===== config.mk =====
export PLATFORM = sky130hd
export DESIGN_NAME = scfd_field_decode
export DESIGN_NICKNAME = d
export VERILOG_FILES = /design/src/scfd_pkg.sv /design/src/scfd_field_decode.sv
export SDC_FILE = /design/constraint.sdc
export NUM_CORES = 1
export LEC_CHECK = 0
export BUFFER_PORTS_ARGS = -buffer_cell sky130_fd_sc_hd__clkbuf_2
export CORE_ASPECT_RATIO = 0.75
export CORE_MARGIN = 2
export CORE_UTILIZATION = 54
export CTS_BUF_LIST = sky130_fd_sc_hd__clkbuf_16
export DETAILED_ROUTE_END_ITERATION = 10
export PLACE_DENSITY = 0.75
export SYNTH_ARGS = -nofsm -noshare
export SYNTH_HDL_FRONTEND = slang
export SYNTH_SLANG_ARGS = --single-unit

===== constraint.sdc =====
create_clock -name clk -period 3.2 [get_ports clk]
set_clock_uncertainty 0.2 [all_clocks]
set_input_delay 0.8 -clock clk [delete_from_list [all_inputs] [get_ports clk]]
set_output_delay 0.8 -clock clk [all_outputs]
set_load 0.05 [all_outputs]

===== src/scfd_pkg.sv =====
// constants for the configuration field decode block: word offsets, field positions, codes
// assumes 32-bit apb with word-aligned byte addresses; storage words are held as flops in the top module
package scfd_pkg;
	// word indices as printed; byte address is four times these
	localparam logic [7:0] IDX_ADDR   = 8'h02; // line address word
	localparam logic [7:0] IDX_FILT   = 8'h03; // filter and gain word
	localparam logic [7:0] IDX_OFFS   = 8'h06; // zero offset word
	localparam logic [7:0] IDX_CLAMP  = 8'h08; // clamp word
	localparam logic [7:0] IDX_RATE   = 8'h14; // output timebase word
	localparam logic [7:0] IDX_STATUS = 8'h40; // decoded status word
	localparam int WORD_W   = 32; // storage word width
	localparam int DATA_MSB = 25; // highest parameter bit
	// field positions
	localparam int ADDR_LO  = 22; // line address low bit
	localparam int ADDR_HI  = 23; // line address high bit
	localparam int CALF_LSB = 19; // calibration filter
	localparam int SIGF_LSB = 16; // signal filter
	localparam int CRS_LSB  = 12; // coarse gain
	localparam int FINE_LSB = 0;  // fine gain
	localparam int UPC_LSB  = 0;  // upper clamp
	localparam int LOC_LSB  = 12; // lower clamp
	localparam int RATE_LSB = 3;  // timebase select
	localparam int OFFS_LSB = 0;  // zero offset
	// reset values and coarse code limit
	localparam logic [10:0] FINE_UNITY = 11'h400;          // unity fine gain
	localparam logic [31:0] FILT_RESET = 32'h0000_0400;    // word 3 default
	localparam logic [11:0] CLAMP_MAX  = 12'hFFF;          // full-scale clamp
	localparam logic [2:0]  CRS_MAX    = 3'h5;             // highest valid coarse code
	// corner frequencies, in millihertz
	localparam logic [23:0] CAL_C0 = 24'h000050; // 0.08 Hz
	localparam logic [23:0] CAL_C1 = 24'h00012C; // 0.3 Hz
	localparam logic [23:0] CAL_C2 = 24'h0004E2; // 1.25 Hz
	localparam logic [23:0] CAL_C3 = 24'h000FA0; // 4 Hz
	localparam logic [23:0] CAL_C4 = 24'h003E80; // 16 Hz
	localparam logic [23:0] SIG_C0 = 24'h009C40; // 40 Hz
	localparam logic [23:0] SIG_C1 = 24'h027100; // 160 Hz
	localparam logic [23:0] SIG_C2 = 24'h0A6040; // 680 Hz
	localparam logic [23:0] SIG_C3 = 24'h2DC6C0; // 3000 Hz
	localparam logic [23:0] SIG_C4 = 24'h70EAC0; // 7400.128 Hz
endpackage


===== src/scfd_field_decode.sv =====
// configuration storage words with apb access, decoded into signal-path settings
// assumes an apb master on clk; decoded outputs feed the signal path directly
`timescale 1ns/1ps
`default_nettype none
module scfd_field_decode (
	input  wire logic        clk,           // 50 MHz clock
	input  wire logic        reset_n,       // synchronous reset, active low
	input  wire logic        psel,          // apb select
	input  wire logic        penable,       // apb access phase
	input  wire logic        pwrite,        // apb write
	input  wire logic [11:0] paddr,         // apb byte address
	input  wire logic [31:0] pwdata,        // apb write data
	output logic      [31:0] prdata,        // apb read data
	output logic             pready,        // apb ready
	output logic             pslverr,       // apb error on unmapped address
	output logic      [1:0]  lineAddress,   // device address on shared line
	output logic      [23:0] calCornerMhz,  // calibration filter corner, mHz
	output logic      [23:0] sigCornerMhz,  // signal filter corner, mHz
	output logic      [11:0] upperLimit,    // upper clamp, 0xFFF = max level
	output logic      [11:0] lowerLimit,    // lower clamp, 0xFFF = max level
	output logic      [4:0]  timebaseSel,   // pwm rate or tick select
	output logic      [15:0] zeroOffset,    // signed zero-field offset
	output logic      [5:0]  coarseMult,    // coarse gain multiplier
	output logic      [10:0] fineGain       // fine gain, 0x400 = unity
);
	// storage words, parameter bits only
	logic [31:0] wordAddr;  // word 2
	logic [31:0] wordFilt;  // word 3
	logic [31:0] wordOffs;  // word 6
	logic [31:0] wordClamp; // word 8
	logic [31:0] wordRate;  // word 20
	logic [31:0] next_rdata; // read mux
	logic        next_err;   // unmapped decode
	logic        hit;        // address decoded
	logic [9:0]  index;      // word index
	logic        doWrite;    // write on access edge
	logic        accessPh;   // access phase

	assign index    = paddr[11:2];
	assign accessPh = psel && penable;
	assign doWrite  = accessPh && pwrite && hit;

	// address decode and read mux; reserved bits 31:26 read as zero
	always_comb
	begin
		hit = 1'b1;
		next_rdata = 32'h0000_0000;
		case (index)
			10'(scfd_pkg::IDX_ADDR):   next_rdata = wordAddr;
			10'(scfd_pkg::IDX_FILT):   next_rdata = wordFilt;
			10'(scfd_pkg::IDX_OFFS):   next_rdata = wordOffs;
			10'(scfd_pkg::IDX_CLAMP):  next_rdata = wordClamp;
			10'(scfd_pkg::IDX_RATE):   next_rdata = wordRate;
			10'(scfd_pkg::IDX_STATUS):
				next_rdata = {13'h0000, coarseMult, fineGain, lineAddress};
			default:                   hit = 1'b0;
		endcase
		next_err = !hit;
	end

	// storage writes; only the 26 parameter bits are kept
	always_ff @(posedge clk)
	begin
		if (!reset_n)
		begin
			wordAddr  <= 32'h0000_0000;
			wordFilt  <= scfd_pkg::FILT_RESET; // fine gain unity, coarse 1x
			wordOffs  <= 32'h0000_0000;
			wordClamp <= 32'h0000_0000;        // both clamps at default
			wordRate  <= 32'h0000_0000;
		end
		else if (doWrite && index != 10'(scfd_pkg::IDX_STATUS))
		begin
			case (index)
				10'(scfd_pkg::IDX_ADDR):  wordAddr  <= {6'h00, pwdata[scfd_pkg::DATA_MSB:0]};
				10'(scfd_pkg::IDX_FILT):  wordFilt  <= {6'h00, pwdata[scfd_pkg::DATA_MSB:0]};
				10'(scfd_pkg::IDX_OFFS):  wordOffs  <= {6'h00, pwdata[scfd_pkg::DATA_MSB:0]};
				10'(scfd_pkg::IDX_CLAMP): wordClamp <= {6'h00, pwdata[scfd_pkg::DATA_MSB:0]};
				10'(scfd_pkg::IDX_RATE):  wordRate  <= {6'h00, pwdata[scfd_pkg::DATA_MSB:0]};
				default:                  wordRate  <= wordRate;
			endcase
		end
	end

	// apb answer: ready in the first access cycle, zero wait states
	always_ff @(posedge clk)
	begin
		if (!reset_n)
		begin
			prdata  <= 32'h0000_0000;
			pready  <= 1'b0;
			pslverr <= 1'b0;
		end
		else
		begin
			pready  <= psel && !penable;           // ready rises for the access phase
			pslverr <= psel && !penable && next_err;
			prdata  <= (psel && !penable && !pwrite) ? next_rdata : 32'h0000_0000;
		end
	end

	// line address: bit 23 high, bit 22 low
	always_ff @(posedge clk)
	begin
		if (!reset_n)
			lineAddress <= 2'h0;
		else
			lineAddress <= {wordAddr[scfd_pkg::ADDR_HI], wordAddr[scfd_pkg::ADDR_LO]};
	end

	// filter corners; independent of any self-test timing path
	logic [2:0] calCode; // calibration filter select
	logic [2:0] sigCode; // signal filter select
	assign calCode = wordFilt[scfd_pkg::CALF_LSB +: 3];
	assign sigCode = wordFilt[scfd_pkg::SIGF_LSB +: 3];

	always_ff @(posedge clk)
	begin
		if (!reset_n)
		begin
			calCornerMhz <= scfd_pkg::CAL_C0;
			sigCornerMhz <= scfd_pkg::SIG_C0;
		end
		else
		begin
			case (calCode)
				3'h0:    calCornerMhz <= scfd_pkg::CAL_C0;
				3'h1:    calCornerMhz <= scfd_pkg::CAL_C1;
				3'h2:    calCornerMhz <= scfd_pkg::CAL_C2;
				3'h3:    calCornerMhz <= scfd_pkg::CAL_C3;
				default: calCornerMhz <= scfd_pkg::CAL_C4; // codes 4 to 7
			endcase
			case (sigCode)
				3'h0:    sigCornerMhz <= scfd_pkg::SIG_C0;
				3'h1:    sigCornerMhz <= scfd_pkg::SIG_C1;
				3'h2:    sigCornerMhz <= scfd_pkg::SIG_C2;
				3'h3:    sigCornerMhz <= scfd_pkg::SIG_C3;
				default: sigCornerMhz <= scfd_pkg::SIG_C4; // codes 4 to 7
			endcase
		end
	end

	// clamps: upper is inverted so a stored zero gives full scale
	always_ff @(posedge clk)
	begin
		if (!reset_n)
		begin
			upperLimit <= scfd_pkg::CLAMP_MAX;
			lowerLimit <= 12'h000;
		end
		else
		begin
			upperLimit <= scfd_pkg::CLAMP_MAX ^ wordClamp[scfd_pkg::UPC_LSB +: 12];
			lowerLimit <= wordClamp[scfd_pkg::LOC_LSB +: 12];
		end
	end

	// timebase and zero offset
	always_ff @(posedge clk)
	begin
		if (!reset_n)
		begin
			timebaseSel <= 5'h00;
			zeroOffset  <= 16'h0000;
		end
		else
		begin
			timebaseSel <= wordRate[scfd_pkg::RATE_LSB +: 5];
			zeroOffset  <= wordOffs[scfd_pkg::OFFS_LSB +: 16];
		end
	end

	// gains: coarse code to multiplier, unused codes fall back to 1x
	logic [2:0] crsCode; // coarse gain select
	assign crsCode = wordFilt[scfd_pkg::CRS_LSB +: 3];

	always_ff @(posedge clk)
	begin
		if (!reset_n)
		begin
			coarseMult <= 6'h01;
			fineGain   <= scfd_pkg::FINE_UNITY;
		end
		else
		begin
			if (crsCode <= scfd_pkg::CRS_MAX)
				coarseMult <= 6'(6'h01 << crsCode);
			else
				coarseMult <= 6'h01;
			fineGain <= wordFilt[scfd_pkg::FINE_LSB +: 11];
		end
	end

	// checks
	chk_line_addr: assert property (@(posedge clk) disable iff (!reset_n)
		lineAddress == {$past(wordAddr[scfd_pkg::ADDR_HI]), $past(wordAddr[scfd_pkg::ADDR_LO])})
		else $error("line address mismatch");
	chk_cal_high: assert property (@(posedge clk) disable iff (!reset_n)
		$past(calCode) >= 3'h4 |-> calCornerMhz == scfd_pkg::CAL_C4)
		else $error("calibration corner wrong");
	chk_sig_zero: assert property (@(posedge clk) disable iff (!reset_n)
		$past(sigCode) == 3'h0 |-> sigCornerMhz == scfd_pkg::SIG_C0)
		else $error("signal corner wrong");
	chk_upper_inv: assert property (@(posedge clk) disable iff (!reset_n)
		upperLimit + $past(wordClamp[scfd_pkg::UPC_LSB +: 12]) == scfd_pkg::CLAMP_MAX)
		else $error("upper clamp not inverted");
	chk_lower_pass: assert property (@(posedge clk) disable iff (!reset_n)
		lowerLimit == $past(wordClamp[scfd_pkg::LOC_LSB +: 12]))
		else $error("lower clamp wrong");
	chk_coarse_bad: assert property (@(posedge clk) disable iff (!reset_n)
		$past(crsCode) > scfd_pkg::CRS_MAX |-> coarseMult == 6'h01)
		else $error("unused coarse code not 1x");
	chk_coarse_max: assert property (@(posedge clk) disable iff (!reset_n)
		$past(crsCode) == scfd_pkg::CRS_MAX |-> coarseMult == 6'h20)
		else $error("coarse 32x wrong");
	chk_reserved_zero: assert property (@(posedge clk) disable iff (!reset_n)
		wordFilt[scfd_pkg::WORD_W-1:scfd_pkg::DATA_MSB+1] == 6'h00
		&& wordClamp[scfd_pkg::WORD_W-1:scfd_pkg::DATA_MSB+1] == 6'h00
		&& wordAddr[scfd_pkg::WORD_W-1:scfd_pkg::DATA_MSB+1] == 6'h00
		&& wordOffs[scfd_pkg::WORD_W-1:scfd_pkg::DATA_MSB+1] == 6'h00
		&& wordRate[scfd_pkg::WORD_W-1:scfd_pkg::DATA_MSB+1] == 6'h00)
		else $error("reserved bits stored");

	// storage checks: an accepted write lands in its word one edge later

	// line address word takes the parameter bits of the write
	chk_addr_store: assert property (@(posedge clk) disable iff (!reset_n)
		$past(doWrite) && $past(index) == 10'(scfd_pkg::IDX_ADDR) |-> wordAddr[scfd_pkg::DATA_MSB:0] == $past(pwdata[scfd_pkg::DATA_MSB:0]))
		else $error("address word not stored");

	// filter and gain word takes the parameter bits of the write
	chk_filt_store: assert property (@(posedge clk) disable iff (!reset_n)
		$past(doWrite) && $past(index) == 10'(scfd_pkg::IDX_FILT) |-> wordFilt[scfd_pkg::DATA_MSB:0] == $past(pwdata[scfd_pkg::DATA_MSB:0]))
		else $error("filter word not stored");

	// offset word takes the parameter bits of the write
	chk_offs_store: assert property (@(posedge clk) disable iff (!reset_n)
		$past(doWrite) && $past(index) == 10'(scfd_pkg::IDX_OFFS) |-> wordOffs[scfd_pkg::DATA_MSB:0] == $past(pwdata[scfd_pkg::DATA_MSB:0]))
		else $error("offset word not stored");

	// clamp word takes the parameter bits of the write
	chk_clamp_store: assert property (@(posedge clk) disable iff (!reset_n)
		$past(doWrite) && $past(index) == 10'(scfd_pkg::IDX_CLAMP) |-> wordClamp[scfd_pkg::DATA_MSB:0] == $past(pwdata[scfd_pkg::DATA_MSB:0]))
		else $error("clamp word not stored");

	// timebase word takes the parameter bits of the write
	chk_rate_store: assert property (@(posedge clk) disable iff (!reset_n)
		$past(doWrite) && $past(index) == 10'(scfd_pkg::IDX_RATE) |-> wordRate[scfd_pkg::DATA_MSB:0] == $past(pwdata[scfd_pkg::DATA_MSB:0]))
		else $error("timebase word not stored");

	// pass-through fields follow their words one edge later

	// fine gain is the low eleven bits of the filter word
	chk_fine_pass: assert property (@(posedge clk) disable iff (!reset_n)
		fineGain == $past(wordFilt[scfd_pkg::FINE_LSB +: 11]))
		else $error("fine gain wrong");

	// timebase select is the five-bit field of its word
	chk_time_pass: assert property (@(posedge clk) disable iff (!reset_n)
		timebaseSel == $past(wordRate[scfd_pkg::RATE_LSB +: 5]))
		else $error("timebase select wrong");

	// zero offset is the low sixteen bits of its word
	chk_offs_pass: assert property (@(posedge clk) disable iff (!reset_n)
		zeroOffset == $past(wordOffs[scfd_pkg::OFFS_LSB +: 16]))
		else $error("zero offset wrong");

	// calibration corner, code zero
	chk_cal_zero: assert property (@(posedge clk) disable iff (!reset_n)
		$past(calCode) == 3'h0 |-> calCornerMhz == scfd_pkg::CAL_C0)
		else $error("calibration corner code 0 wrong");

	// calibration corner, code one
	chk_cal_one: assert property (@(posedge clk) disable iff (!reset_n)
		$past(calCode) == 3'h1 |-> calCornerMhz == scfd_pkg::CAL_C1)
		else $error("calibration corner code 1 wrong");

	// calibration corner, code two
	chk_cal_two: assert property (@(posedge clk) disable iff (!reset_n)
		$past(calCode) == 3'h2 |-> calCornerMhz == scfd_pkg::CAL_C2)
		else $error("calibration corner code 2 wrong");

	// calibration corner, code three
	chk_cal_three: assert property (@(posedge clk) disable iff (!reset_n)
		$past(calCode) == 3'h3 |-> calCornerMhz == scfd_pkg::CAL_C3)
		else $error("calibration corner code 3 wrong");

	// calibration corner moves only when its own code moved
	chk_cal_own: assert property (@(posedge clk) disable iff (!reset_n)
		$changed(calCornerMhz) |-> $past(calCode, 1) != $past(calCode, 2))
		else $error("calibration corner moved without its code");

	// signal corner, code one
	chk_sig_one: assert property (@(posedge clk) disable iff (!reset_n)
		$past(sigCode) == 3'h1 |-> sigCornerMhz == scfd_pkg::SIG_C1)
		else $error("signal corner code 1 wrong");

	// signal corner, code two
	chk_sig_two: assert property (@(posedge clk) disable iff (!reset_n)
		$past(sigCode) == 3'h2 |-> sigCornerMhz == scfd_pkg::SIG_C2)
		else $error("signal corner code 2 wrong");

	// signal corner, code three
	chk_sig_three: assert property (@(posedge clk) disable iff (!reset_n)
		$past(sigCode) == 3'h3 |-> sigCornerMhz == scfd_pkg::SIG_C3)
		else $error("signal corner code 3 wrong");

	// signal corner, codes four to seven share the top corner
	chk_sig_high: assert property (@(posedge clk) disable iff (!reset_n)
		$past(sigCode) >= 3'h4 |-> sigCornerMhz == scfd_pkg::SIG_C4)
		else $error("signal corner high codes wrong");

	// coarse gain, code zero is the 1x default
	chk_coarse_one: assert property (@(posedge clk) disable iff (!reset_n)
		$past(crsCode) == 3'h0 |-> coarseMult == 6'h01)
		else $error("coarse 1x wrong");

	// coarse gain, code one
	chk_coarse_two: assert property (@(posedge clk) disable iff (!reset_n)
		$past(crsCode) == 3'h1 |-> coarseMult == 6'h02)
		else $error("coarse 2x wrong");

	// coarse gain, code two
	chk_coarse_four: assert property (@(posedge clk) disable iff (!reset_n)
		$past(crsCode) == 3'h2 |-> coarseMult == 6'h04)
		else $error("coarse 4x wrong");

	// coarse gain, code three
	chk_coarse_eight: assert property (@(posedge clk) disable iff (!reset_n)
		$past(crsCode) == 3'h3 |-> coarseMult == 6'h08)
		else $error("coarse 8x wrong");

	// coarse gain, code four
	chk_coarse_sixteen: assert property (@(posedge clk) disable iff (!reset_n)
		$past(crsCode) == 3'h4 |-> coarseMult == 6'h10)
		else $error("coarse 16x wrong");

	// bus answer checks

	// ready stands only in the cycle after a setup cycle
	chk_ready_pulse: assert property (@(posedge clk) disable iff (!reset_n)
		pready |-> $past(psel) && !$past(penable))
		else $error("ready outside access cycle");

	// an error is only ever shown together with ready
	chk_err_ready: assert property (@(posedge clk) disable iff (!reset_n)
		pslverr |-> pready)
		else $error("error without ready");

	// read data is zero whenever no read answer stands
	chk_read_zero: assert property (@(posedge clk) disable iff (!reset_n)
		!pready |-> prdata == 32'h0000_0000)
		else $error("read data outside answer");
endmodule
`default_nettype wire


==> flow_summary.toml, run 1 <==
[run_status]
status = "finished, final reports clean"

[setup_path]
crit_path_start_kind = "input pin"
crit_path_max_incr_delay_ns = 0.61
reg2reg_slack_ns = 1.80
path_class = "input pin to flop"
crit_required_ns = 3.41
worstPathMaxFanout = 19
crit_slowest_cell = "or4_1"
path_buf_inv = 3
crit_chain = "clkbuf_2 -> or4_1 -> buf_4 -> nor4_2 -> buf_12 -> nand2_1 -> a21boi_0"
crit_family = "simple AND/OR/NAND/NOR gates"
cp-end-kind = "flop"
worstPathArrival_ns = 2.71

[synthesis]
synth_cell_types = 47
synth-edff-count = 0
synth_area_um2 = 9223
yosysSeqAreaShare_pct = 52.96
syn_inst = 935
synth_flop_cell = "dfxtp_1"
synth_area_per_cell_um2 = 9.864
yosysWarnings = 0
synth_seq_cells = 244
async_flop_share_pct = 0

[clocking]
cts.clk_slew.worst_paths_ns = 0.06
htreeDepth = 1
cts_buffers = 23
post_cts_resize_count = 0
cts_tree = "built"
holdBufCountCts = 0
postCtsSetupRepairBufs = 0
clock-sinks = 244
cts-root-buf = "clkbuf_16"
clk_latency_ns = 0.50
cts_max_path_buffers = 3

[timing]
tns_ns = 0
final_max_slew_viol_count = 0
fin_crit_ns = 2.500
hold_viol = 0
final-setup-viol-count = 0
rsz0062_at_grt = "no"
timing.fmax_mhz = 399.9
slew_headroom_pct = 42.06
worst_slew_pin_slew_ns = 0.8690
period_share_pct = 78.14

[placed_design]
port_buffers = 162
place_hpwl_mm = 14.43
gp_congestion = 0.8338

[floorplanning]
die_y_um = 117.2
rows = 41
ios = 195
fp.dieW_um = 154.9
dieArea_um2 = 18150
initial_utilization_pct = 54.98
core_area_um2 = 16770

[grt]
track_usage_pct = 25.11
grt_overflow = 0
grt_pass1_wl_mm = 35.94
grt_pass1_vias = 6667
antenna_found_initial = 0
grt_start_max_net_pins = 93

[layout]
nFillCells = 1375
mostFrequentLayoutCells = "244 x dfxtp_1, 217 x nand2_1, 161 x clkbuf_2, 103 x mux2i_1, 40 x inv_1"
layout-drive-gt1-share_pct = 22.14
n_antenna_cell = 0
fin_util_pct = 64.57
nets = 1126
area_delta_synth_final_pct = 17.45
final_common_cell = "dfxtp_1"

[route]
drtPass1Iterations = 5
post_drt_wl_per_cell_um = 17.62
first_iter_violations = 542
vias = 7187
drc = 0
ant_nets = 0
routed_wl_mm = 23.04
via_per_inst = 5.495

[power_and_ir_drop]
powerDensity_nw_per_um2 = 542.0
p_leak_nw = 4.494
ir_drop_mv = 0.3793

[job]
maxCapViolations = 0

[hold_path]
worstHoldPathType = "flop to flop"
final cells by class:
cell class	count	area, um^2	area share [%]
sequential	244	4885	45.10
multi-input combinational	578	3701	34.17
timing repair buffer	195	1136	10.49
clock buffer	23	575.6	5.314
tap	215	269.0	2.484
clock inverter	18	133.9	1.236
inverter	35	131.4	1.213
stage by stage:
| stage | power [mW] | cells | area, um^2 | setup slack (ns) | hold WS (ns) |
|---|---|---|---|---|---|
| floorplan | 3.293 | 958 | 9309 | 0.4907 | 0.1714 |
| global placement | 3.345 | 1267 | 10120 | 0.1982 | 0.1829 |
| detailed placement | 3.346 | 1267 | 10120 | 0.2148 | 0.1829 |
| CTS | 5.905 | 1308 | 10830 | 0.7270 | 0.2029 |
| global route | 6.055 | 1308 | 10830 | 0.6168 | 0.2225 |
| finish | 5.870 | 1308 | 10830 | 0.6996 | 0.2013 |
where the power goes:
part           leakage (nW)  internal, mW  switching (mW)
Clock                 0.366          1.47            1.12
Combinational          2.16        0.0554           0.188
Sequential             1.97          3.04        0.000347
final timing paths:
check	end	startpoint	depth (start not counted)
max	wordRate[14]$_SDFFE_PN0P_	paddr[7]	7
min	upperLimit[9]$_SDFF_PN1_	wordClamp[9]$_SDFFE_PN0P_	1
max reg2reg	prdata[25]$_SDFF_PN0_	wordAddr[25]$_SDFFE_PN0P_	4
min reg2reg	upperLimit[9]$_SDFF_PN1_	wordClamp[9]$_SDFFE_PN0P_	1
state kept, by name, summed over array words and instances (netlist names), 13 cells and up:
register / flops
prdata: 26
sigCornerMhz: 13
wordAddr: 26
wordClamp: 26
wordFilt: 26
wordOffs: 26
wordRate: 26
zeroOffset: 16
cell families (layout without fill, tap and decap cells):
group                  after synthesis  count (layout)  share of synthesized area, %
buffers and inverters              136             271                         8.276
AND/OR/NAND/NOR                    290             290                         14.24
AO/OA/AOI/OAI                      160             160                         13.20
flip-flops                         244             244                         52.96
other                                1              24                       0.04066
multiplexers                       103             103                         11.18
XOR/XNOR                             1               1                       0.09498
synth_stat cells (3+ instances only):
cell	instances	area (um^2)
a21boi_0	16	120.1
buf_6	10	112.6
o21ai_0	10	50.05
buf_4	34	255.2
a32oi_1	18	157.7
buf_1	3	11.26
nand2_1	217	814.5
nor2_1	4	15.01
and3_1	5	31.28
dfxtp_1	244	4885
and2_1	20	125.1
mux2i_1	103	1031
a21boi_1	26	195.2
a211oi_1	25	187.7
nor3_1	4	20.02
nor4_1	3	18.77
o21ai_1	5	25.02
buf_2	14	70.07
clkbuf_1	38	142.6
nor2b_1	4	25.02
or2_2	4	25.02
or3_1	3	18.77
o2bb2ai_1	26	227.7
inv_1	35	131.4
a22oi_1	26	195.2
nand3_1	7	35.03
worst reg2reg max path, delay by kind of cell, from the launching register on:
family,cells,cell delay [ns]
compound gates,3,0.65
flops,1,0.34
mux,1,0.07
metal layers:
layer  routed length [um]  share of wire (%)  GRT usage, %
met5                    0                  0             0
met4                  434                1.9         6.420
met3                 1793                7.8         4.897
met2                10450                 45         41.36
met1                10360                 45         34.42
Note: power is estimated with default switching activity, not from simulation.
==> inputs of run 2 (changes only) <==
--- a/config.mk
+++ b/config.mk
@@ -5,13 +5,14 @@
 export SDC_FILE = /design/constraint.sdc
 export NUM_CORES = 1
 export LEC_CHECK = 0
+export ABC_AREA = 1
 export BUFFER_PORTS_ARGS = -buffer_cell sky130_fd_sc_hd__clkbuf_2
 export CORE_ASPECT_RATIO = 0.75
 export CORE_MARGIN = 2
-export CORE_UTILIZATION = 54
+export CORE_UTILIZATION = 50
 export CTS_BUF_LIST = sky130_fd_sc_hd__clkbuf_16
 export DETAILED_ROUTE_END_ITERATION = 10
-export PLACE_DENSITY = 0.75
+export PLACE_DENSITY = 0.72
 export SYNTH_ARGS = -nofsm -noshare
 export SYNTH_HDL_FRONTEND = slang
 export SYNTH_SLANG_ARGS = --single-unit
==> constraint.sdc (replaced) <==
create_clock -name clk -period 2.1 [get_ports clk]
set_clock_uncertainty 0.2 [all_clocks]
set_input_delay 0.525 -clock clk [delete_from_list [all_inputs] [get_ports clk]]
set_output_delay 0.525 -clock clk [all_outputs]
set_load 0.05 [all_outputs]
==> flow_summary.toml, run 2 <==
[setup_path]
crit_family = "flip-flops"
crit_path_start_kind = "flop"
worstPathMaxFanout = 1
crit_chain = "clkbuf_2"
crit_slowest_cell = "dfxtp_1"
crit_required_ns = 1.37
path_buf_inv = 1
path_class = "flop to primary output"
cp-end-kind = "primary output"
worstPathArrival_ns = 1.21
crit_path_max_incr_delay_ns = 0.39

[timing]
worst_slack_ns = 0.1626
final-setup-viol-count = 0
fin_crit_ns = 1.937
final_max_slew_viol_count = 0
worst_slew_pin_slew_ns = 0.7200
timing.hold.ws_ns = 0.06760
hold_viol = 0
slew_headroom_pct = 52.00
period_share_pct = 92.26
timing.fmax_mhz = 516.2
rsz0062_at_grt = "no"
tns_ns = 0

[grt]
top_usage_layer = "met2"
use_met1_pct = 33.83
met3_usage_pct = 3.514
grt_start_max_net_pins = 144
use_met2_pct = 37.00
grt_overflow = 0
grt_pass1_vias = 7811
antenna_found_initial = 0
grt_pass1_wl_mm = 39.71
track_usage_pct = 23.29

[synthesis]
synth_seq_cells = 244
synth-edff-count = 0
yosysTopAreaCell = "dfxtp_1"
synth_flop_cell = "dfxtp_1"
synth_area_um2 = 9821
synth.area.top_cells = "dfxtp_1 50%, nand2_1 14%, nor2_1 11%, inv_1 9.4%, o22ai_1 3.2%"
synth.top_cell.area_share_pct = 49.74
synth_commonest_cells = "357 x nand2_1, 282 x nor2_1, 246 x inv_1, 244 x dfxtp_1, 50 x o22ai_1"
yosysWarnings = 0
synth_area_per_cell_um2 = 7.005
synth_cell_types = 28
syn_inst = 1402
yosysMostFrequentCell = "nand2_1"
yosysSeqAreaShare_pct = 49.74
async_flop_share_pct = 0

[layout]
fin_util_pct = 61.43
nets = 1621
n_antenna_cell = 0
layoutNonFillerInstCount = 1840
multiInputGateArea_um2 = 3538
final_common_cell = "nand2_1"
seqCellArea_um2 = 4885
post-route-cell-area_um2 = 11870
nFillCells = 1726
area_delta_synth_final_pct = 20.88
mostFrequentLayoutCells = "357 x nand2_1, 281 x nor2_1, 250 x inv_1, 244 x dfxtp_1, 161 x clkbuf_2"
layout-drive-gt1-share_pct = 17.08

[power_and_ir_drop]
ir_drop_mv = 0.5782
swShare_pct = 22.02
net-switching-power_mw = 2.034
p_int_mw = 7.201
p_leak_nw = 6.387
total_power_mw = 9.234
pwr-share-comb_pct = 3.6
clockPowerShare_pct = 46.3
seq_power_share_pct = 50.1
powerDensity_nw_per_um2 = 777.9

[route]
drtPass1Iterations = 5
via_per_inst = 4.813
routed_wl_mm = 25.24
drc = 0
first_iter_violations = 821
ant_nets = 0
post_drt_wl_per_cell_um = 13.72
vias = 8855

[placed_design]
place_area_um2 = 11100
dp.cells = 1799
place_ws_ns = -0.2757
place_hpwl_mm = 16.83
gp_congestion = 0.8157
port_buffers = 162

[clocking]
cts_tree = "built"
postCtsSetupRepairBufs = 0
post_cts_resize_count = 0
cts_max_path_buffers = 3
cts_buffers = 24
clk_latency_ns = 0.51
cts-root-buf = "clkbuf_16"
clock-sinks = 244
htreeDepth = 1
cts.clk_slew.worst_paths_ns = 0.06
holdBufCountCts = 0

[hold_path]
worstHoldPathType = "input pin to flop"

[floorplanning]
ios = 195
dieArea_um2 = 20790
core_area_um2 = 19320
rows = 44
initial_utilization_pct = 50.82
die_y_um = 125.4
fp.dieW_um = 165.8

[job]
maxCapViolations = 0

[run_status]
status = "finished, final reports clean"
[run 2: logic make-up after synthesis]
logic type,after synthesis,share of synthesized area (%)
AND/OR/NAND/NOR,726,29.99
buffers and inverters,348,15.29
flip-flops,244,49.74
AO/OA/AOI/OAI,83,4.943
other,1,0.03818
[run 2: path summary, 6_finish.rpt]
check | to | slack [ns] | startpoint | cells after the start
min reg2reg | upperLimit[3]$_SDFF_PN1_ | 0.18 | wordClamp[3]$_SDFFE_PN0P_ | 1
max reg2reg | sigCornerMhz[15]$_SDFF_PN1_ | 0.88 | wordFilt[18]$_SDFFE_PN0P_ | 4
min | pready$_SDFF_PN0_ | 0.07 | penable | 2
max | prdata[25] | 0.16 | prdata[25]$_SDFF_PN0_ | 1
[run 2: layout make-up]
type                    count  share of cell area (%)
well taps                 253                   2.667
inverters                 250                   7.905
clock inverters            16                   1.244
clock buffers              25                   5.270
flip-flops and latches    244                   41.15
multi-input cells         833                   29.81
repair buffers            219                   11.96
[run 2: power by group through the flow]
stage	Combinational [mW]	Clock, mW	Sequential [mW]
final	0.333	4.27	4.63
after floorplan	0.234	0	4.74
after global placement	0.327	0	4.73
after detailed placement	0.328	0	4.73
after CTS	0.329	4.33	4.63
after global routing	0.355	4.52	4.63
[run 2: layer usage]
metal	share of wire (%)	vias up	wire, um
met1	47	4016	11980
met5	0	-	0
met3	7.2	30	1824
li1	-	4470	-
met2	44	339	11070
met4	1.5	0	370
